[src/pcsb_pkg.sv]
package pcsb_pkg;
    localparam int NLANE = 2;
    localparam int AW = 4;
    localparam logic [AW-1:0] ADDR_CTRL = 4'h0;
    localparam logic [AW-1:0] ADDR_STAT = 4'h4;
    localparam logic [AW-1:0] ADDR_IRQ = 4'h8;
    localparam logic [AW-1:0] ADDR_MASK = 4'hC;
    localparam logic [1:0] RESP_OKAY = 2'h0;
    localparam logic [1:0] RESP_SLVERR = 2'h2;
    localparam logic [1:0] HDR_DATA = 2'h1;
    localparam logic [1:0] HDR_CTRL = 2'h2;
    localparam logic [1:0] RM_NORMAL = 2'h0;
    localparam logic [1:0] RM_DELETE = 2'h1;
    localparam logic [1:0] RM_INSERT = 2'h2;
    localparam logic [1:0] RM_FULL = 2'h3;
    localparam int CTL_INV_BIT = 2;
    localparam int CTL_ERR_BIT = 8;
    localparam int PAR_RM_LSB = 13;
    localparam int PAR_CTRL_BIT = 8;
    localparam int PAR_FDISP_BIT = 9;
    localparam int PAR_DVAL_BIT = 10;
    localparam int CFG_SIMP_BIT = 2;
    localparam logic [2:0] CFG_RESET = 3'h0;
    localparam int IRQ_W = 1 + 2 * NLANE;
    localparam int IRQ_HDR = 0;
    localparam int IRQ_FULL_LSB = 1;
    localparam int IRQ_EMPTY_LSB = 1 + NLANE;
    localparam logic [IRQ_W-1:0] IRQ_RESET = 5'h00;

    typedef enum logic [1:0] {
        MODE_B66,
        MODE_B67,
        MODE_GIGE
    } pcsb_mode_e;

    typedef struct packed {
        logic valid;
        logic [63:0] payload;
        logic [1:0] hdr;
        logic inv;
    } pcsb_rxblk_s;

    typedef struct packed {
        logic valid;
        logic [15:0] par;
        logic datak;
        logic unbal;
    } pcsb_txin_s;

    typedef struct packed {
        logic [NLANE-1:0] full;
        logic [NLANE-1:0] empty;
        logic [NLANE-1:0] del;
        logic [NLANE-1:0] ins;
    } pcsb_rmin_s;
endpackage
[src/pcsb_core.sv]
// Our own choices: the register addresses and the AXI4-Lite slave port.
`timescale 1ns/1ps
module pcsb_core (
    input wire logic core_clk,
    input wire logic nrst,
    input wire logic awvalid,
    output logic awready,
    input wire logic [pcsb_pkg::AW-1:0] awaddr,
    input wire logic wvalid,
    output logic wready,
    input wire logic [31:0] wdata,
    input wire logic [3:0] wstrb,
    output logic bvalid,
    input wire logic bready,
    output logic [1:0] bresp,
    input wire logic arvalid,
    output logic arready,
    input wire logic [pcsb_pkg::AW-1:0] araddr,
    output logic rvalid,
    input wire logic rready,
    output logic [31:0] rdata,
    output logic [1:0] rresp,
    input wire pcsb_pkg::pcsb_rxblk_s rxIn,
    input wire pcsb_pkg::pcsb_rmin_s rmIn,
    input wire pcsb_pkg::pcsb_txin_s txIn,
    input wire logic txForceDispPin,
    input wire logic txDispValPin,
    output logic rxValid,
    output logic [63:0] rxData,
    output logic [9:0] rxControl,
    output logic [15:0] rxParallel,
    output logic rxDispGenEn,
    output logic [pcsb_pkg::NLANE-1:0] rmFull,
    output logic [pcsb_pkg::NLANE-1:0] rmEmpty,
    output logic [2*pcsb_pkg::NLANE-1:0] rmStatus,
    output logic txValidOut,
    output logic txCtrlFlag,
    output logic txRunDispPos,
    output logic irq
);
    localparam int NL = pcsb_pkg::NLANE;

    logic awready_ff, wready_ff, bvalid_ff, arready_ff, rvalid_ff;
    logic [1:0] bresp_ff, rresp_ff;
    logic [31:0] rdata_ff, wData_ff;
    logic [3:0] wStrb_ff;
    logic [pcsb_pkg::AW-1:0] awAddr_ff;
    logic [2:0] cfg_ff;
    logic [pcsb_pkg::IRQ_W-1:0] irqSt_ff, irqMask_ff, nxt_irqSt;
    logic irq_ff;
    logic [1:0] fdSync_ff, dvSync_ff;
    logic rxValid_ff, rxDispGenEn_ff;
    logic [63:0] rxData_ff;
    logic [9:0] rxControl_ff, nxt_rxControl;
    logic [15:0] rxParallel_ff;
    logic [NL-1:0] rmFull_ff, rmEmpty_ff;
    logic [2*NL-1:0] rmStatus_ff, rmCode;
    logic txValid_ff, txCtrl_ff, txRunDispPos_ff;

    // write takes place once both address and data are held
    wire awHeld = !awready_ff;
    wire wHeld = !wready_ff;
    wire doWr = awHeld && wHeld && !bvalid_ff;
    wire wrLane0 = wStrb_ff[0];
    wire wrCtrl = doWr && wrLane0 && awAddr_ff == pcsb_pkg::ADDR_CTRL;
    wire wrIrq = doWr && wrLane0 && awAddr_ff == pcsb_pkg::ADDR_IRQ;
    wire wrMask = doWr && wrLane0 && awAddr_ff == pcsb_pkg::ADDR_MASK;
    wire wrHit = awAddr_ff == pcsb_pkg::ADDR_CTRL
        || awAddr_ff == pcsb_pkg::ADDR_STAT
        || awAddr_ff == pcsb_pkg::ADDR_IRQ
        || awAddr_ff == pcsb_pkg::ADDR_MASK;
    wire arTake = arvalid && arready_ff;

    wire [1:0] mode = cfg_ff[1:0];
    wire simpEn = cfg_ff[pcsb_pkg::CFG_SIMP_BIT];
    wire isB67 = mode == pcsb_pkg::MODE_B67;
    wire isGige = mode == pcsb_pkg::MODE_GIGE;

    // sync header neither data nor control
    wire hdrBad = rxIn.hdr != pcsb_pkg::HDR_DATA
        && rxIn.hdr != pcsb_pkg::HDR_CTRL;
    wire hdrErr = rxIn.valid && !isGige && hdrBad;

    // transmit sideband source follows the simplified interface setting
    wire txCtrlSel = simpEn ? txIn.datak
        : txIn.par[pcsb_pkg::PAR_CTRL_BIT];
    wire txForce = simpEn ? fdSync_ff[1] : txIn.par[pcsb_pkg::PAR_FDISP_BIT];
    wire txDval = simpEn ? dvSync_ff[1] : txIn.par[pcsb_pkg::PAR_DVAL_BIT];

    wire [31:0] statWord = {24'h0, txRunDispPos_ff, rmStatus_ff[1:0],
        rmEmpty_ff, rmFull_ff, rxDispGenEn_ff};
    wire rdHit = araddr == pcsb_pkg::ADDR_CTRL
        || araddr == pcsb_pkg::ADDR_STAT
        || araddr == pcsb_pkg::ADDR_IRQ
        || araddr == pcsb_pkg::ADDR_MASK;
    wire [31:0] rdWord =
        araddr == pcsb_pkg::ADDR_CTRL ? {29'h0, cfg_ff} :
        araddr == pcsb_pkg::ADDR_STAT ? statWord :
        araddr == pcsb_pkg::ADDR_IRQ ? {27'h0, irqSt_ff} :
        araddr == pcsb_pkg::ADDR_MASK ? {27'h0, irqMask_ff} : 32'h0;

    // per-lane rate-match flags, events and status code
    logic [NL-1:0] fullRise, emptyRise;
    genvar i;
    generate
        for (i = 0; i < NL; i++) begin : g_lane
            assign fullRise[i] = isGige && rmIn.full[i] && !rmFull_ff[i];
            assign emptyRise[i] = isGige && rmIn.empty[i] && !rmEmpty_ff[i];
            assign rmCode[2*i+:2] =
                rmIn.del[i] ? pcsb_pkg::RM_DELETE :
                rmIn.ins[i] ? pcsb_pkg::RM_INSERT :
                rmIn.full[i] ? pcsb_pkg::RM_FULL :
                pcsb_pkg::RM_NORMAL;
            always_ff @(posedge core_clk) begin
                if (!nrst) begin
                    rmFull_ff[i] <= 1'b0;
                    rmEmpty_ff[i] <= 1'b0;
                    rmStatus_ff[2*i+:2] <= pcsb_pkg::RM_NORMAL;
                end else begin
                    rmFull_ff[i] <= isGige && rmIn.full[i];
                    rmEmpty_ff[i] <= isGige && rmIn.empty[i];
                    rmStatus_ff[2*i+:2] <= rmCode[2*i+:2];
                end
            end
        end
    endgenerate

    // set wins over write-one-to-clear
    wire [pcsb_pkg::IRQ_W-1:0] irqEvt = {emptyRise, fullRise, hdrErr};
    wire [pcsb_pkg::IRQ_W-1:0] irqClr =
        wrIrq ? wData_ff[pcsb_pkg::IRQ_W-1:0] : 5'h00;
    assign nxt_irqSt = (irqSt_ff & ~irqClr) | irqEvt;

    always_comb begin
        nxt_rxControl = 10'h000;
        nxt_rxControl[1:0] = rxIn.hdr;
        if (isB67) begin
            nxt_rxControl[pcsb_pkg::CTL_INV_BIT] = rxIn.inv;
        end else begin
            nxt_rxControl[pcsb_pkg::CTL_ERR_BIT] = hdrBad;
        end
    end

    always_ff @(posedge core_clk) begin
        if (!nrst) begin
            awready_ff <= 1'b1;
            wready_ff <= 1'b1;
            bvalid_ff <= 1'b0;
            bresp_ff <= pcsb_pkg::RESP_OKAY;
            awAddr_ff <= '0;
            wData_ff <= 32'h0;
            wStrb_ff <= 4'h0;
        end else begin
            if (awvalid && awready_ff) begin
                awready_ff <= 1'b0;
                awAddr_ff <= awaddr;
            end else if (bvalid_ff && bready) begin
                awready_ff <= 1'b1;
            end
            if (wvalid && wready_ff) begin
                wready_ff <= 1'b0;
                wData_ff <= wdata;
                wStrb_ff <= wstrb;
            end else if (bvalid_ff && bready) begin
                wready_ff <= 1'b1;
            end
            if (doWr) begin
                bvalid_ff <= 1'b1;
                bresp_ff <= wrHit ? pcsb_pkg::RESP_OKAY
                    : pcsb_pkg::RESP_SLVERR;
            end else if (bready) begin
                bvalid_ff <= 1'b0;
            end
        end
    end

    always_ff @(posedge core_clk) begin
        if (!nrst) begin
            arready_ff <= 1'b1;
            rvalid_ff <= 1'b0;
            rdata_ff <= 32'h0;
            rresp_ff <= pcsb_pkg::RESP_OKAY;
        end else if (arTake) begin
            arready_ff <= 1'b0;
            rvalid_ff <= 1'b1;
            rdata_ff <= rdWord;
            rresp_ff <= rdHit ? pcsb_pkg::RESP_OKAY : pcsb_pkg::RESP_SLVERR;
        end else if (rvalid_ff && rready) begin
            arready_ff <= 1'b1;
            rvalid_ff <= 1'b0;
        end
    end

    always_ff @(posedge core_clk) begin
        if (!nrst) begin
            cfg_ff <= pcsb_pkg::CFG_RESET;
            irqMask_ff <= pcsb_pkg::IRQ_RESET;
            irqSt_ff <= pcsb_pkg::IRQ_RESET;
            irq_ff <= 1'b0;
            fdSync_ff <= 2'h0;
            dvSync_ff <= 2'h0;
        end else begin
            if (wrCtrl) begin
                cfg_ff <= wData_ff[2:0];
            end
            if (wrMask) begin
                irqMask_ff <= wData_ff[pcsb_pkg::IRQ_W-1:0];
            end
            irqSt_ff <= nxt_irqSt;
            irq_ff <= |(nxt_irqSt & irqMask_ff);
            fdSync_ff <= {fdSync_ff[0], txForceDispPin};
            dvSync_ff <= {dvSync_ff[0], txDispValPin};
        end
    end
    // receive word assembly
    always_ff @(posedge core_clk) begin
        if (!nrst) begin
            rxValid_ff <= 1'b0;
            rxData_ff <= 64'h0;
            rxControl_ff <= 10'h000;
            rxParallel_ff <= 16'h0000;
            rxDispGenEn_ff <= 1'b0;
        end else begin
            rxValid_ff <= rxIn.valid;
            if (rxIn.valid) begin
                rxData_ff <= rxIn.payload;
                rxControl_ff <= nxt_rxControl;
                rxParallel_ff <= simpEn ? rxIn.payload[15:0]
                    : {rxIn.payload[15], rmCode[1:0],
                    rxIn.payload[12:0]};
                rxDispGenEn_ff <= isB67 && !rxIn.inv;
            end
        end
    end

    // transmit control flag and running disparity
    always_ff @(posedge core_clk) begin
        if (!nrst) begin
            txValid_ff <= 1'b0;
            txCtrl_ff <= 1'b0;
            txRunDispPos_ff <= 1'b0;
        end else begin
            txValid_ff <= txIn.valid;
            if (txIn.valid) begin
                txCtrl_ff <= txCtrlSel;
                if (txForce) begin
                    txRunDispPos_ff <= !txDval;
                end else begin
                    txRunDispPos_ff <= txRunDispPos_ff ^ txIn.unbal;
                end
            end
        end
    end

    assign awready = awready_ff;
    assign wready = wready_ff;
    assign bvalid = bvalid_ff;
    assign bresp = bresp_ff;
    assign arready = arready_ff;
    assign rvalid = rvalid_ff;
    assign rdata = rdata_ff;
    assign rresp = rresp_ff;
    assign rxValid = rxValid_ff;
    assign rxData = rxData_ff;
    assign rxControl = rxControl_ff;
    assign rxParallel = rxParallel_ff;
    assign rxDispGenEn = rxDispGenEn_ff;
    assign rmFull = rmFull_ff;
    assign rmEmpty = rmEmpty_ff;
    assign rmStatus = rmStatus_ff;
    assign txValidOut = txValid_ff;
    assign txCtrlFlag = txCtrl_ff;
    assign txRunDispPos = txRunDispPos_ff;
    assign irq = irq_ff;
endmodule

[config.mk]
export PLATFORM = sky130hd
export DESIGN_NAME = pcsb_core
export DESIGN_NICKNAME = d
export VERILOG_FILES = /design/src/pcsb_pkg.sv /design/src/pcsb_core.sv
export SDC_FILE = /design/constraint.sdc
export NUM_CORES = 1
export LEC_CHECK = 0
export BUFFER_PORTS_ARGS = -buffer_cell sky130_fd_sc_hd__buf_2
export CAP_MARGIN = 0
export CORE_MARGIN = 2
export CORE_UTILIZATION = 40
export CTS_CLUSTER_SIZE = 10
export DETAILED_ROUTE_END_ITERATION = 8
export GPL_TIMING_DRIVEN = 1
export PLACE_DENSITY_LB_ADDON = 0.05
export SLEW_MARGIN = 0
export SYNTH_ARGS = -nofsm -noshare
export SYNTH_HDL_FRONTEND = slang
export SYNTH_SLANG_ARGS = --single-unit
export TNS_END_PERCENT = 30
[constraint.sdc]
create_clock -name core_clk -period 2.4 [get_ports core_clk]
set_input_delay 0.36 -clock core_clk [delete_from_list [all_inputs] [get_ports core_clk]]
set_output_delay 0.36 -clock core_clk [all_outputs]
set_load 0.01 [all_outputs]
[Yosys cells after proc, flatten, opt, wreduce, memory -nomap -nowiden]
Cells that the tools add are included.
Operators by class
  multipliers: 0
  muxes and demuxes: 29
  div/mod/pow operators: 0
  equal/unequal tests: 10
  shift-type cells: 0
  reductions and logical operators: 47
  bitwise operators: 6
  add/subtract/negate cells: 0
  order comparisons: 0
Operators by type and width (number)
  logical AND 1 bit: 23
  == test 4 bit, second input constant: 4
  two-way mux 1 bit: 16
  two-way mux 8 bit: 2
  two-way mux 15 bit: 1
  two-way mux 5 bit: 3
  two-way mux 2 bit: 7
  bitwise AND 5 bit: 2
  zero test 1 bit: 10
  == test 4 x 3 -> 1 bit, second input constant: 2
  zero test 4 bit: 2
  nonzero test 2 bit: 4
  logical OR 1 bit: 6
  NOT 5 bit: 1
  bitwise OR 5 bit: 1
  OR reduction 5 bit: 1
  == test 2 x 1 -> 1 bit, second input constant: 1
  == test 2 bit, second input constant: 1
  inequality test 2 x 1 -> 1 bit, second input constant: 1
  inequality test 2 bit, second input constant: 1
  OR reduction 2 bit: 1
  NOT 1 bit: 1
  bitwise XOR 1 bit: 1
Word-level totals
  bits in read-only memories: 0
  bits of input ports: 148
  word-level logic and storage cells: 124
  memories kept: 0
  bits in latches: 0
  memory bits (writable): 0
  output and inout bits: 145
  bits in registers: 166

[Longest topological paths before layout]
Gate-level depths: netlist of run 1.
  depth after elaboration: 11
  depth in mapped cells: 5
  depth with buffers taken out: 4

[Worst setup path after synthesis of run 1]
Ideal clock, no wire load.
  path kind: input to register
  start: in araddr[2] (netlist bit)
  end: reg rdata_ff[2], in the netlist rdata[2]
  setup time: 0.132 ns
  cell stages on the path: 5
  data required time: 2.268 ns
  path buffers: 1
  slack: 1.020 ns
  arrival time: 1.248 ns
  path through: buf_6 -> mux2_4 -> a22o_1 -> a221oi_1 -> nor3_1
Between the ends
  word-level cells in the longest chain between the ends: 5
  elaborated cells on any way between the ends: 8
  classes of those cells: 3 x eq/ne; 4 x mux; 1 x reduce/logical
Ends and longest elaborated chain
  start, declared: RTL line pcsb_core.sv:18  | input wire logic [pcsb_pkg::AW-1:0] araddr,
  == test 4 bit: RTL line pcsb_core.sv:100  | araddr == pcsb_pkg::ADDR_MASK ? {27'h0, irqMask_ff} : 32'h0;
  two-way mux 5 bit: RTL line pcsb_core.sv:100
  two-way mux 5 bit: RTL line pcsb_core.sv:99  | araddr == pcsb_pkg::ADDR_IRQ ? {27'h0, irqSt_ff} :
  two-way mux 8 bit: RTL line pcsb_core.sv:98  | araddr == pcsb_pkg::ADDR_STAT ? statWord :
  two-way mux 8 bit (*): RTL line pcsb_core.sv:97  | araddr == pcsb_pkg::ADDR_CTRL ? {29'h0, cfg_ff} :
  end signal, assigned: RTL line pcsb_core.sv:186  | rdata_ff <= rdWord;
  end, declared: RTL line pcsb_core.sv:45  | logic [31:0] rdata_ff, wData_ff;
Every way passes the cells marked *; elsewhere a longest branch is shown, timed or not.
A chain may end at the register's enable or synchronous reset.

[Worst setup path after layout of run 1]
  start: reg bvalid_ff, in the netlist bvalid
  end: reg irqMask_ff[1] (netlist bit)
Between the ends
  word-level cells in the longest chain between the ends: 4
Ends and longest elaborated chain
  start, declared: RTL line pcsb_core.sv:43  | logic awready_ff, wready_ff, bvalid_ff, arready_ff, rvalid_ff;
  start signal, assigned: RTL line pcsb_core.sv:148  | bvalid_ff <= 1'b0;
  start signal, assigned: RTL line pcsb_core.sv:168  | bvalid_ff <= 1'b1;
  start signal, assigned: RTL line pcsb_core.sv:172  | bvalid_ff <= 1'b0;
  zero test 1 bit: RTL line pcsb_core.sv:63  | wire doWr = awHeld && wHeld && !bvalid_ff;
  logical AND 1 bit: RTL line pcsb_core.sv:63
  logical AND 1 bit (2 in a row): RTL line pcsb_core.sv:67  | wire wrMask = doWr && wrLane0 && awAddr_ff == pcsb_pkg::ADDR_MASK;
  end signal, assigned: RTL line pcsb_core.sv:197  | irqMask_ff <= pcsb_pkg::IRQ_RESET;
  end signal, assigned: RTL line pcsb_core.sv:207  | irqMask_ff <= wData_ff[pcsb_pkg::IRQ_W-1:0];
  end, declared: RTL line pcsb_core.sv:49  | logic [pcsb_pkg::IRQ_W-1:0] irqSt_ff, irqMask_ff, nxt_irqSt;
Every way passes these cells.

==> results.yml, run 1 <==
grt:
  largest_net_degree_at_the_start_of_global_routing: 63
  first_global_vias: 3808
  overflow: 0
  gr-usage-all-layers_pct: 18.2
  initial_antenna_violation_count: 0
  wire_length_of_the_first_global_routing_pass_um: 18900
final_layout:
  final_cell_area_mm2: 0.00669
  final_core_util_pct: 53.4
  filler_cell_count: 1173
  most_common_cell_after_layout_fill_and_taps_aside: "sky130_fd_sc_hd__buf_2"
  n_antenna_cell: 0
  layout-drive-gt1-share_pct: 35.2
  layout.nets: 873
  area_delta_synth_final_pct: 31.7
  most-common-layout-cells: "sky130_fd_sc_hd__buf_2 (216), sky130_fd_sc_hd__dfxtp_1 (126), sky130_fd_sc_hd__nor2_1 (101)"
detailed_routing:
  initialDrtViolationCount: 196
  drt_wl_total_um: 12600
  drc_errors: 0
  avgRoutedWirePerCell_um: 13.8
  dr_total_vias: 4210
  vias_per_cell: 4.63
  drt_first_pass_iters: 4
  antenna_violating_nets_post_route: 0
critical_path:
  crit_required_ns: 2.70
  critPathArrivalTime_ns: 1.94
  critical_path.cell_chain: "nor3_2 -> and4_1 -> mux2i_1 -> nor2_1"
  setup.worst_path.class: "reg2reg"
  crit_path_max_incr_delay_ns: 0.48
  timing.critical_path.to_type: "flip-flop"
  critical_path_peak_fanout: 6
  critPathLaunchType: "flip-flop"
  cpMaxStageDelayCell: "sky130_fd_sc_hd__and4_1"
clock_tree:
  cts_root_buf: "sky130_fd_sc_hd__clkbuf_16"
  clk-insertion-delay-late_ns: 0.41
  path_clk_slew_ns: 0.05
  cts-buffers-inserted: 17
  htree_num_levels: 4
  postCtsSetupBuffers: 0
  maximum_count_of_clock_buffers_along_a_single_path: 2
  cts_tree: "yes"
  cts-hold-fix-buffers: 0
  total_number_of_clock_tree_sinks: 126
  ctsResizeCount: 0
pwr:
  part_of_the_total_power_dissipated_in_combinational_logic_pct: 10.2
  ir_drop_mv: 0.465
  total_switching_power_uw: 1230
  clock_power_share_pct: 47.3
  netSwitchingFraction_pct: 23.1
  sequentialPowerShare_pct: 42.5
  cell_internal_pwr_uw: 4100
  total_leakage_power_uw: 0.00338
  power_per_cell_area_mw_per_mm2: 798
logic_synthesis:
  ys_dominant_reg_cell: "sky130_fd_sc_hd__dfxtp_1"
  synth_cell_types: 45
  synthDominantAreaCellType: "sky130_fd_sc_hd__dfxtp_1"
  avg_cell_area_syn_um2: 9.66
  post_synth_inst_count: 526
  async_reset_ff_share_pct: 0
  syn_area_mm2: 0.00508
  synth_enable_flop_cells: 0
  count_of_state_elements_after_synthesis: 126
  synth_top_area_share_pct: 49.7
  synth_seq_area_share_pct: 49.7
  yosysWarnings: 0
  ys_top_cells_by_area: "sky130_fd_sc_hd__dfxtp_1 (50%), sky130_fd_sc_hd__mux2i_1 (15%), sky130_fd_sc_hd__nor2_1 (7.5%)"
floorplan:
  rows: 41
  fp.dieArea_mm2: 0.0136
  die-height_um: 117
  initial_utilization_pct: 40.6
  fp.dieW_um: 117
  ios: 293
  core-area_mm2: 0.0125
timing:
  finalCriticalPeriod_ns: 1.64
  maxSlewHeadroom_pct: 66.8
  max_freq_mhz: 610
  report.final.setup_viol: 0
  hold_ws_ns: 0.131
  final-hold-violation-count: 0
  number_of_slew_limit_violations_in_the_final_report: 0
  timing.clock.skew_ns: 0.00363
  final.setup.tns_ns: 0
  unrepaired_setup_endpoints_after_global_routing: "false"
  final_min_period_over_clock_period_pct: 68.3
  tightest_slew_ns: 0.493
run_status:
  run_status: "completed"
job:
  timing.max_cap.violations: 0
placed_design:
  detailedPlacementHpwl_um: 9300
  gp_congestion: 0.806
  io_buffer_count: 217
  placedInstanceArea_mm2: 0.00610
hold_path:
  min_path_type: "in2reg"
## kinds of logic after synthesis
group / count (synthesis) / share of synthesized area, %
DFF: 126 / 49.7
AOI/OAI and AO/OA: 56 / 6.80
xor gates and xnor gates: 1 / 0.172
muxes: 84 / 16.8
and+or+nand+nor: 178 / 16.7
buffers and inverters: 80 / 9.83
other: 1 / 0.0738
## worst paths after layout
check	start	to	slack, ns	depth (start not counted)
hold / removal	rmIn[3]	rmStatus[3]	0.13	2
hold reg to reg	fdSync_ff[0]	fdSync_ff[1]	0.43	1
setup / recovery	bvalid	irqMask_ff[1]	0.76	4
setup reg to reg	bvalid	irqMask_ff[1]	0.76	4
## final cells by class
cell class | instances | area [um2] | share of cell area (%)
Inverter | 8 | 31.3 | 0.468
Tap cell | 172 | 215 | 3.22
Timing Repair Buffer | 221 | 1160 | 17.3
Clock buffer | 26 | 509 | 7.61
Clock inverter | 6 | 80.1 | 1.20
Sequential cell | 126 | 2520 | 37.7
Multi-Input combinational cell | 351 | 2170 | 32.5
## power groups by stage
stage	sequential (uW)	clock [uW]	combinational [uW]
after floorplan	2340	0	316
after global placement	2300	0	545
after detailed placement	2310	0	553
after CTS	2260	2580	555
after global routing	2280	2680	612
final	2260	2520	547
## stage by stage
step                worst slack (ns)  power (uW)  std cells
global route                   0.665        5570        910
finish                         0.760        5340        910
floorplan                       1.02        2660        557
detailed placement             0.779        2860        878
CTS                            0.763        5400        910
global placement               0.820        2850        878
## critical path, delay by kind of cell, from the launching register on
family           cells  cell delay [ns]
multiplexers         1             0.24
flip-flops           1             0.38
AND/OR/NAND/NOR      3             0.91
## flip-flops by register name, summed over array words and instances (netlist names), 2 cells and up
signal / flops
awAddr_ff: 4
cfg_ff: 3
dvSync_ff: 2
fdSync_ff: 2
irqMask_ff: 5
irqSt_ff: 5
rdata: 8
rmEmpty: 2
rmFull: 2
rmStatus: 4
rxControl: 4
rxData: 64
rxParallel: 2
wData_ff: 5
## layer usage
layer	part of all wire, %	vias up	global-route usage, %
met1	42	1878	22.2
met3	8.6	27	6.75
met2	47	199	28.7
li1	-	2106	-
met4	2.7	0	8.39
met5	0	-	0
## synth_stat cells (2+ instances only)
cell type                  instances
sky130_fd_sc_hd__dfxtp_1         126
sky130_fd_sc_hd__nor2_1          101
sky130_fd_sc_hd__mux2i_1          77
sky130_fd_sc_hd__buf_4            46
sky130_fd_sc_hd__nand2_1          27
sky130_fd_sc_hd__a21oi_1          24
sky130_fd_sc_hd__clkbuf_1         13
sky130_fd_sc_hd__buf_2             9
sky130_fd_sc_hd__and2_1            8
sky130_fd_sc_hd__inv_1             8
sky130_fd_sc_hd__nand2b_1          8
sky130_fd_sc_hd__o21ai_0           8
sky130_fd_sc_hd__nand3_1           7
sky130_fd_sc_hd__nor3_1            6
sky130_fd_sc_hd__a22o_1            5
sky130_fd_sc_hd__and3_1            5
sky130_fd_sc_hd__mux2_2            4
sky130_fd_sc_hd__a221oi_1          3
sky130_fd_sc_hd__a22oi_1           3
sky130_fd_sc_hd__a31oi_1           3
sky130_fd_sc_hd__nor3b_1           3
sky130_fd_sc_hd__a211oi_1          2
sky130_fd_sc_hd__and4b_1           2
sky130_fd_sc_hd__buf_1             2
sky130_fd_sc_hd__buf_6             2
sky130_fd_sc_hd__mux2_1            2
sky130_fd_sc_hd__nor2b_1           2
sky130_fd_sc_hd__nor4b_4           2
sky130_fd_sc_hd__o21ai_1           2
(Power assumes the default switching activity.)
==> inputs of run 2 (changes only) <==
clock period = 1.65 ns   (was 2.4 ns; I/O delays follow)
==> run 2 against run 1 <==
Against the previous run: clock skew grew 0.0047 ns; sequential cell count unchanged; die area stayed put; critical path type unchanged; register-to-register slack worse by 0.64 ns; largest cell class unchanged.
==> results.yml, run 2 (synthesized netlist as in run 1, its figures left out) <==
clock_tree:
  cts_root_buf: "sky130_fd_sc_hd__clkbuf_16"
  total_number_of_clock_tree_sinks: 126
  path_clk_slew_ns: 0.06
  cts-hold-fix-buffers: 0
  maximum_count_of_clock_buffers_along_a_single_path: 2
  postCtsSetupBuffers: 0
  clk-insertion-delay-late_ns: 0.41
  ctsResizeCount: 0
  htree_num_levels: 4
  cts-buffers-inserted: 17
  cts_tree: "yes"
critical_path:
  cpMaxStageDelayCell: "sky130_fd_sc_hd__nor4b_4"
  critPathArrivalTime_ns: 1.80
  crit_required_ns: 1.93
  worstPathBufferInverterCount: 0
  setup.reg_to_reg.worst_slack_ns: 0.12
  critPathLaunchType: "flip-flop"
  timing.critical_path.to_type: "flip-flop"
  setup.worst_path.class: "reg2reg"
  rr_startpoint: "bvalid"
  crit_path_max_incr_delay_ns: 0.52
  critical_path_peak_fanout: 7
  critical-path-top-delay-family: "simple AND/OR/NAND/NOR gates"
  ff2ff_path_depth: 4
  critical_path.cell_chain: "nor4b_4 -> and4b_1 -> o22a_1 -> a41oi_1"
  worstReg2RegEnd: "irq"
timing:
  max_freq_mhz: 655
  tightest_slew_ns: 0.521
  maxSlewHeadroom_pct: 64.9
  number_of_slew_limit_violations_in_the_final_report: 0
  timing.clock.skew_ns: 0.00835
  report.final.setup_viol: 0
  final_min_period_over_clock_period_pct: 92.5
  final.setup.tns_ns: 0
  finalCriticalPeriod_ns: 1.53
  final-hold-violation-count: 0
  unrepaired_setup_endpoints_after_global_routing: "false"
  postLayoutSetupSlackWorst_ns: 0.123
placed_design:
  placedInstanceArea_mm2: 0.00614
  dp_cells: 884
  setup_ws_pre_cts_ns: 0.147
  detailedPlacementHpwl_um: 9440
  io_buffer_count: 217
  gp_congestion: 0.768
grt:
  initial_antenna_violation_count: 0
  overflow: 0
  gr-usage-all-layers_pct: 18.7
  largest_net_degree_at_the_start_of_global_routing: 68
  wire_length_of_the_first_global_routing_pass_um: 19600
  first_global_vias: 3904
job:
  timing.max_cap.violations: 0
floorplan:
  fp.dieW_um: 117
  ios: 293
  die-height_um: 117
  initial_utilization_pct: 40.6
  core-area_mm2: 0.0125
  fp.dieArea_mm2: 0.0136
  rows: 41
pwr:
  cell_internal_pwr_uw: 5980
  clock_power_share_pct: 48.2
  ir_drop_mv: 0.578
  report.power.total_uw: 7910
  total_switching_power_uw: 1930
  netSwitchingFraction_pct: 24.4
  power_per_cell_area_mw_per_mm2: 1170
  total_leakage_power_uw: 0.00340
  sequentialPowerShare_pct: 41.6
  part_of_the_total_power_dissipated_in_combinational_logic_pct: 10.1
final_layout:
  n_antenna_cell: 0
  final_cell_area_mm2: 0.00675
  multi_input_area_mm2: 0.00217
  filler_cell_count: 1185
  finalNonFillerCells: 916
  flip_flop_count_of_the_largest_register_all_copies_and_words_added: 64
  ff_latch_area_mm2: 0.00252
  area_delta_synth_final_pct: 33.0
  layout-drive-gt1-share_pct: 36.2
  most_common_cell_after_layout_fill_and_taps_aside: "sky130_fd_sc_hd__buf_2"
  layout.nets: 879
  most-common-layout-cells: "sky130_fd_sc_hd__buf_2 (216), sky130_fd_sc_hd__dfxtp_1 (126), sky130_fd_sc_hd__nor2_1 (101)"
detailed_routing:
  drc_errors: 0
  drt_wl_total_um: 12900
  initialDrtViolationCount: 184
  vias_per_cell: 4.61
  drt_first_pass_iters: 4
  avgRoutedWirePerCell_um: 14.1
  dr_total_vias: 4225
  antenna_violating_nets_post_route: 0
hold_path:
  worst_hold_startpoint: "rmIn[3]"
  holdPathEnd: "rmStatus[3]"
  hold_path_depth: 2
  min_path_type: "in2reg"
run_status:
  run_status: "completed"
-- run 2: cell count changes in the layout (fill, tap and decap cells not counted), sizes merged --
cell | previous run | this run
bufinv | 2 | 3
clkinvlp | 0 | 3
clkbuf | 26 | 19
clkinv | 5 | 8
buf | 221 | 227
-- run 2: per-layer routing --
metal | part of all wire (%) | track usage, %
met2 | 47 | 29.6
met1 | 44 | 23.6
met4 | 2.0 | 8.00
met5 | 0 | 0
met3 | 7.5 | 5.71
-- run 2: power groups by stage --
stage	sequential, uW	clock [uW]	combinational [uW]
finish	3290	3810	803
global route	3310	4040	899
CTS	3290	3900	815
detailed placement	3360	0	813
global placement	3350	0	805
floorplan	3410	0	459
-- run 2: how the worst max path moves through the flow --
stage                               end  cells after the start  slack, ns    startpoint
after global placement              irq                      4       0.16        bvalid
after floorplan           irqMask_ff[2]                      5       0.29        bvalid
after detailed placement            irq                      4       0.15        bvalid
after CTS                 irqMask_ff[0]                      4       0.11  awAddr_ff[0]
after global routing                irq                      4      0.009        bvalid
final                               irq                      4       0.12        bvalid
-- run 2: metrics by stage --
| step | utilization [%] | hold WS [ns] |
|---|---|---|
| after global routing | 54.0 | 0.0286 |
| final | 54.0 | 0.0184 |
| after detailed placement | 49.1 | 0.424 |
| after floorplan | - | 0.327 |
| after CTS | 54.0 | 0.000126 |
| after global placement | 49.1 | 0.416 |
-- run 2: area by class of cell --
type                       count  share of cell area, %
inverter                       8                  0.463
multi-input combinational    351                   32.2
sequential                   126                   37.3
timing repair buffer         227                   17.8
tap                          172                   3.19
clock inverter                13                   2.46
clock buffer                  19                   6.56
==> inputs of run 3 (changes only) <==
CORE_AREA = 2 2 114 116   (was unset)
CORE_MARGIN = unset   (was 2)
CORE_UTILIZATION = unset   (was 40)
DIE_AREA = 0 0 116 118   (was unset)
==> run 3 against run 2 <==
Against the previous run: worst setup slack gained 0.049 ns; worst hold slack gained 0.0055 ns; sequential cell count unchanged; sequential share of layout area is 0.12 points lower; first-iteration DRC count shrank 13%; die area is 0.52% higher; via count grew 0.31%; routed wire length fell by 0.32%; fmax is 3.3% higher; power rose by 1.6%; core utilization increased by 0.63 points; critical path depth unchanged; critical endpoint is now irqMask_ff[1]; largest cell class unchanged; largest power group unchanged.
==> results.yml, run 3 (synthesized netlist as in run 1, its figures left out) <==
detailed_routing:
  drt_wl_total_um: 12900
  avgRoutedWirePerCell_um: 14.1
  vias_per_cell: 4.63
  drc_errors: 0
  drt_first_pass_iters: 4
  antenna_violating_nets_post_route: 0
  dr_total_vias: 4238
  initialDrtViolationCount: 161
grt:
  gr-usage-all-layers_pct: 18.9
  first_global_vias: 4135
  initial_antenna_violation_count: 0
  largest_net_degree_at_the_start_of_global_routing: 66
  wire_length_of_the_first_global_routing_pass_um: 20200
  overflow: 0
floorplan:
  core-area_mm2: 0.0124
  fp.dieArea_mm2: 0.0137
  initial_utilization_pct: 40.9
  rows: 41
  fp.dieW_um: 116
  ios: 293
  die-height_um: 118
critical_path:
  rr_startpoint: "awAddr_ff[0]"
  worstPathBufferInverterCount: 0
  setup.reg_to_reg.worst_slack_ns: 0.17
  setup.worst_path.class: "reg2reg"
  critical_path_peak_fanout: 5
  critical_path.cell_chain: "nor3b_1 -> and4_1 -> mux2i_1 -> nor2_1"
  crit_path_max_incr_delay_ns: 0.46
  critPathArrivalTime_ns: 1.76
  critical-path-top-delay-family: "simple AND/OR/NAND/NOR gates"
  cp-startpoint: "awAddr_ff[0]"
  cpMaxStageDelayCell: "sky130_fd_sc_hd__and4_1"
  timing.critical_path.to_type: "flip-flop"
  critPathLaunchType: "flip-flop"
  worstReg2RegEnd: "irqMask_ff[1]"
  ff2ff_path_depth: 4
  crit_required_ns: 1.93
pwr:
  report.power.total_uw: 8040
  power_per_cell_area_mw_per_mm2: 1190
  cell_internal_pwr_uw: 6120
  part_of_the_total_power_dissipated_in_combinational_logic_pct: 10.0
  clock_power_share_pct: 49.0
  netSwitchingFraction_pct: 23.8
  total_leakage_power_uw: 0.00342
  total_switching_power_uw: 1910
  sequentialPowerShare_pct: 41.0
  ir_drop_mv: 0.566
clock_tree:
  ctsResizeCount: 0
  cts_tree: "yes"
  total_number_of_clock_tree_sinks: 126
  maximum_count_of_clock_buffers_along_a_single_path: 2
  cts-hold-fix-buffers: 0
  clk-insertion-delay-late_ns: 0.41
  cts_root_buf: "sky130_fd_sc_hd__clkbuf_16"
  htree_num_levels: 4
  path_clk_slew_ns: 0.06
  postCtsSetupBuffers: 0
  cts-buffers-inserted: 17
hold_path:
  hold_path_depth: 2
  holdPathEnd: "rmStatus[3]"
  min_path_type: "in2reg"
  worst_hold_startpoint: "rmIn[3]"
timing:
  number_of_slew_limit_violations_in_the_final_report: 0
  unrepaired_setup_endpoints_after_global_routing: "false"
  finalCriticalPeriod_ns: 1.48
  hold_ws_ns: 0.0239
  final-hold-violation-count: 0
  postLayoutSetupSlackWorst_ns: 0.172
  max_freq_mhz: 677
  final.setup.tns_ns: 0
  report.final.setup_viol: 0
  timing.clock.skew_ns: 0.0117
  final_min_period_over_clock_period_pct: 89.6
job:
  timing.max_cap.violations: 0
final_layout:
  filler_cell_count: 1199
  final_core_util_pct: 54.6
  multi_input_area_mm2: 0.00217
  n_antenna_cell: 0
  layout-drive-gt1-share_pct: 36.3
  layout.nets: 879
  ff_latch_area_mm2: 0.00252
  most_common_cell_after_layout_fill_and_taps_aside: "sky130_fd_sc_hd__buf_2"
  most-common-layout-cells: "sky130_fd_sc_hd__buf_2 (216), sky130_fd_sc_hd__dfxtp_1 (126), sky130_fd_sc_hd__nor2_1 (101)"
  area_delta_synth_final_pct: 33.4
  flip_flop_count_of_the_largest_register_all_copies_and_words_added: 64
placed_design:
  io_buffer_count: 217
  detailedPlacementHpwl_um: 9440
  setup_ws_pre_cts_ns: 0.166
  gp_congestion: 0.804
run_status:
  run_status: "completed"
run 3: cell type report:
type,count,share of cell area [%]
Clock buffer,18,6.48
Sequential cell,126,37.2
Clock inverter,14,2.84
Multi-Input combinational cell,351,32.1
Inverter,8,0.462
Timing Repair Buffer,227,17.7
Tap cell,172,3.18
run 3: power groups by stage:
| stage | Clock, uW | Sequential [uW] | Combinational (uW) |
|---|---|---|---|
| after CTS | 4020 | 3300 | 808 |
| final | 3940 | 3300 | 802 |
| after detailed placement | 0 | 3360 | 806 |
| after global routing | 4190 | 3310 | 888 |
| after global placement | 0 | 3350 | 796 |
| after floorplan | 0 | 3410 | 459 |
run 3: worst max-delay path by stage:
stage	slack, ns	endpoint	cells after the start
CTS	0.14	irq	4
floorplan	0.29	irqMask_ff[2]	5
global route	0.08	irq	5
global placement	0.18	irq	4
detailed placement	0.17	irq	4
finish	0.17	irqMask_ff[1]	4
run 3: metal layers:
metal	track usage, %	vias up	wire length, um
met5	0	-	0
li1	-	2111	-
met3	6.54	24	994
met2	30.5	180	6140
met1	22.9	1923	5490
met4	7.74	0	276
run 3: stage by stage:
stage | cell area, um2 | std cells
floorplan | 5200 | 557
finish | 6780 | 916
global route | 6780 | 916
detailed placement | 6130 | 882
CTS | 6760 | 914
global placement | 6130 | 882
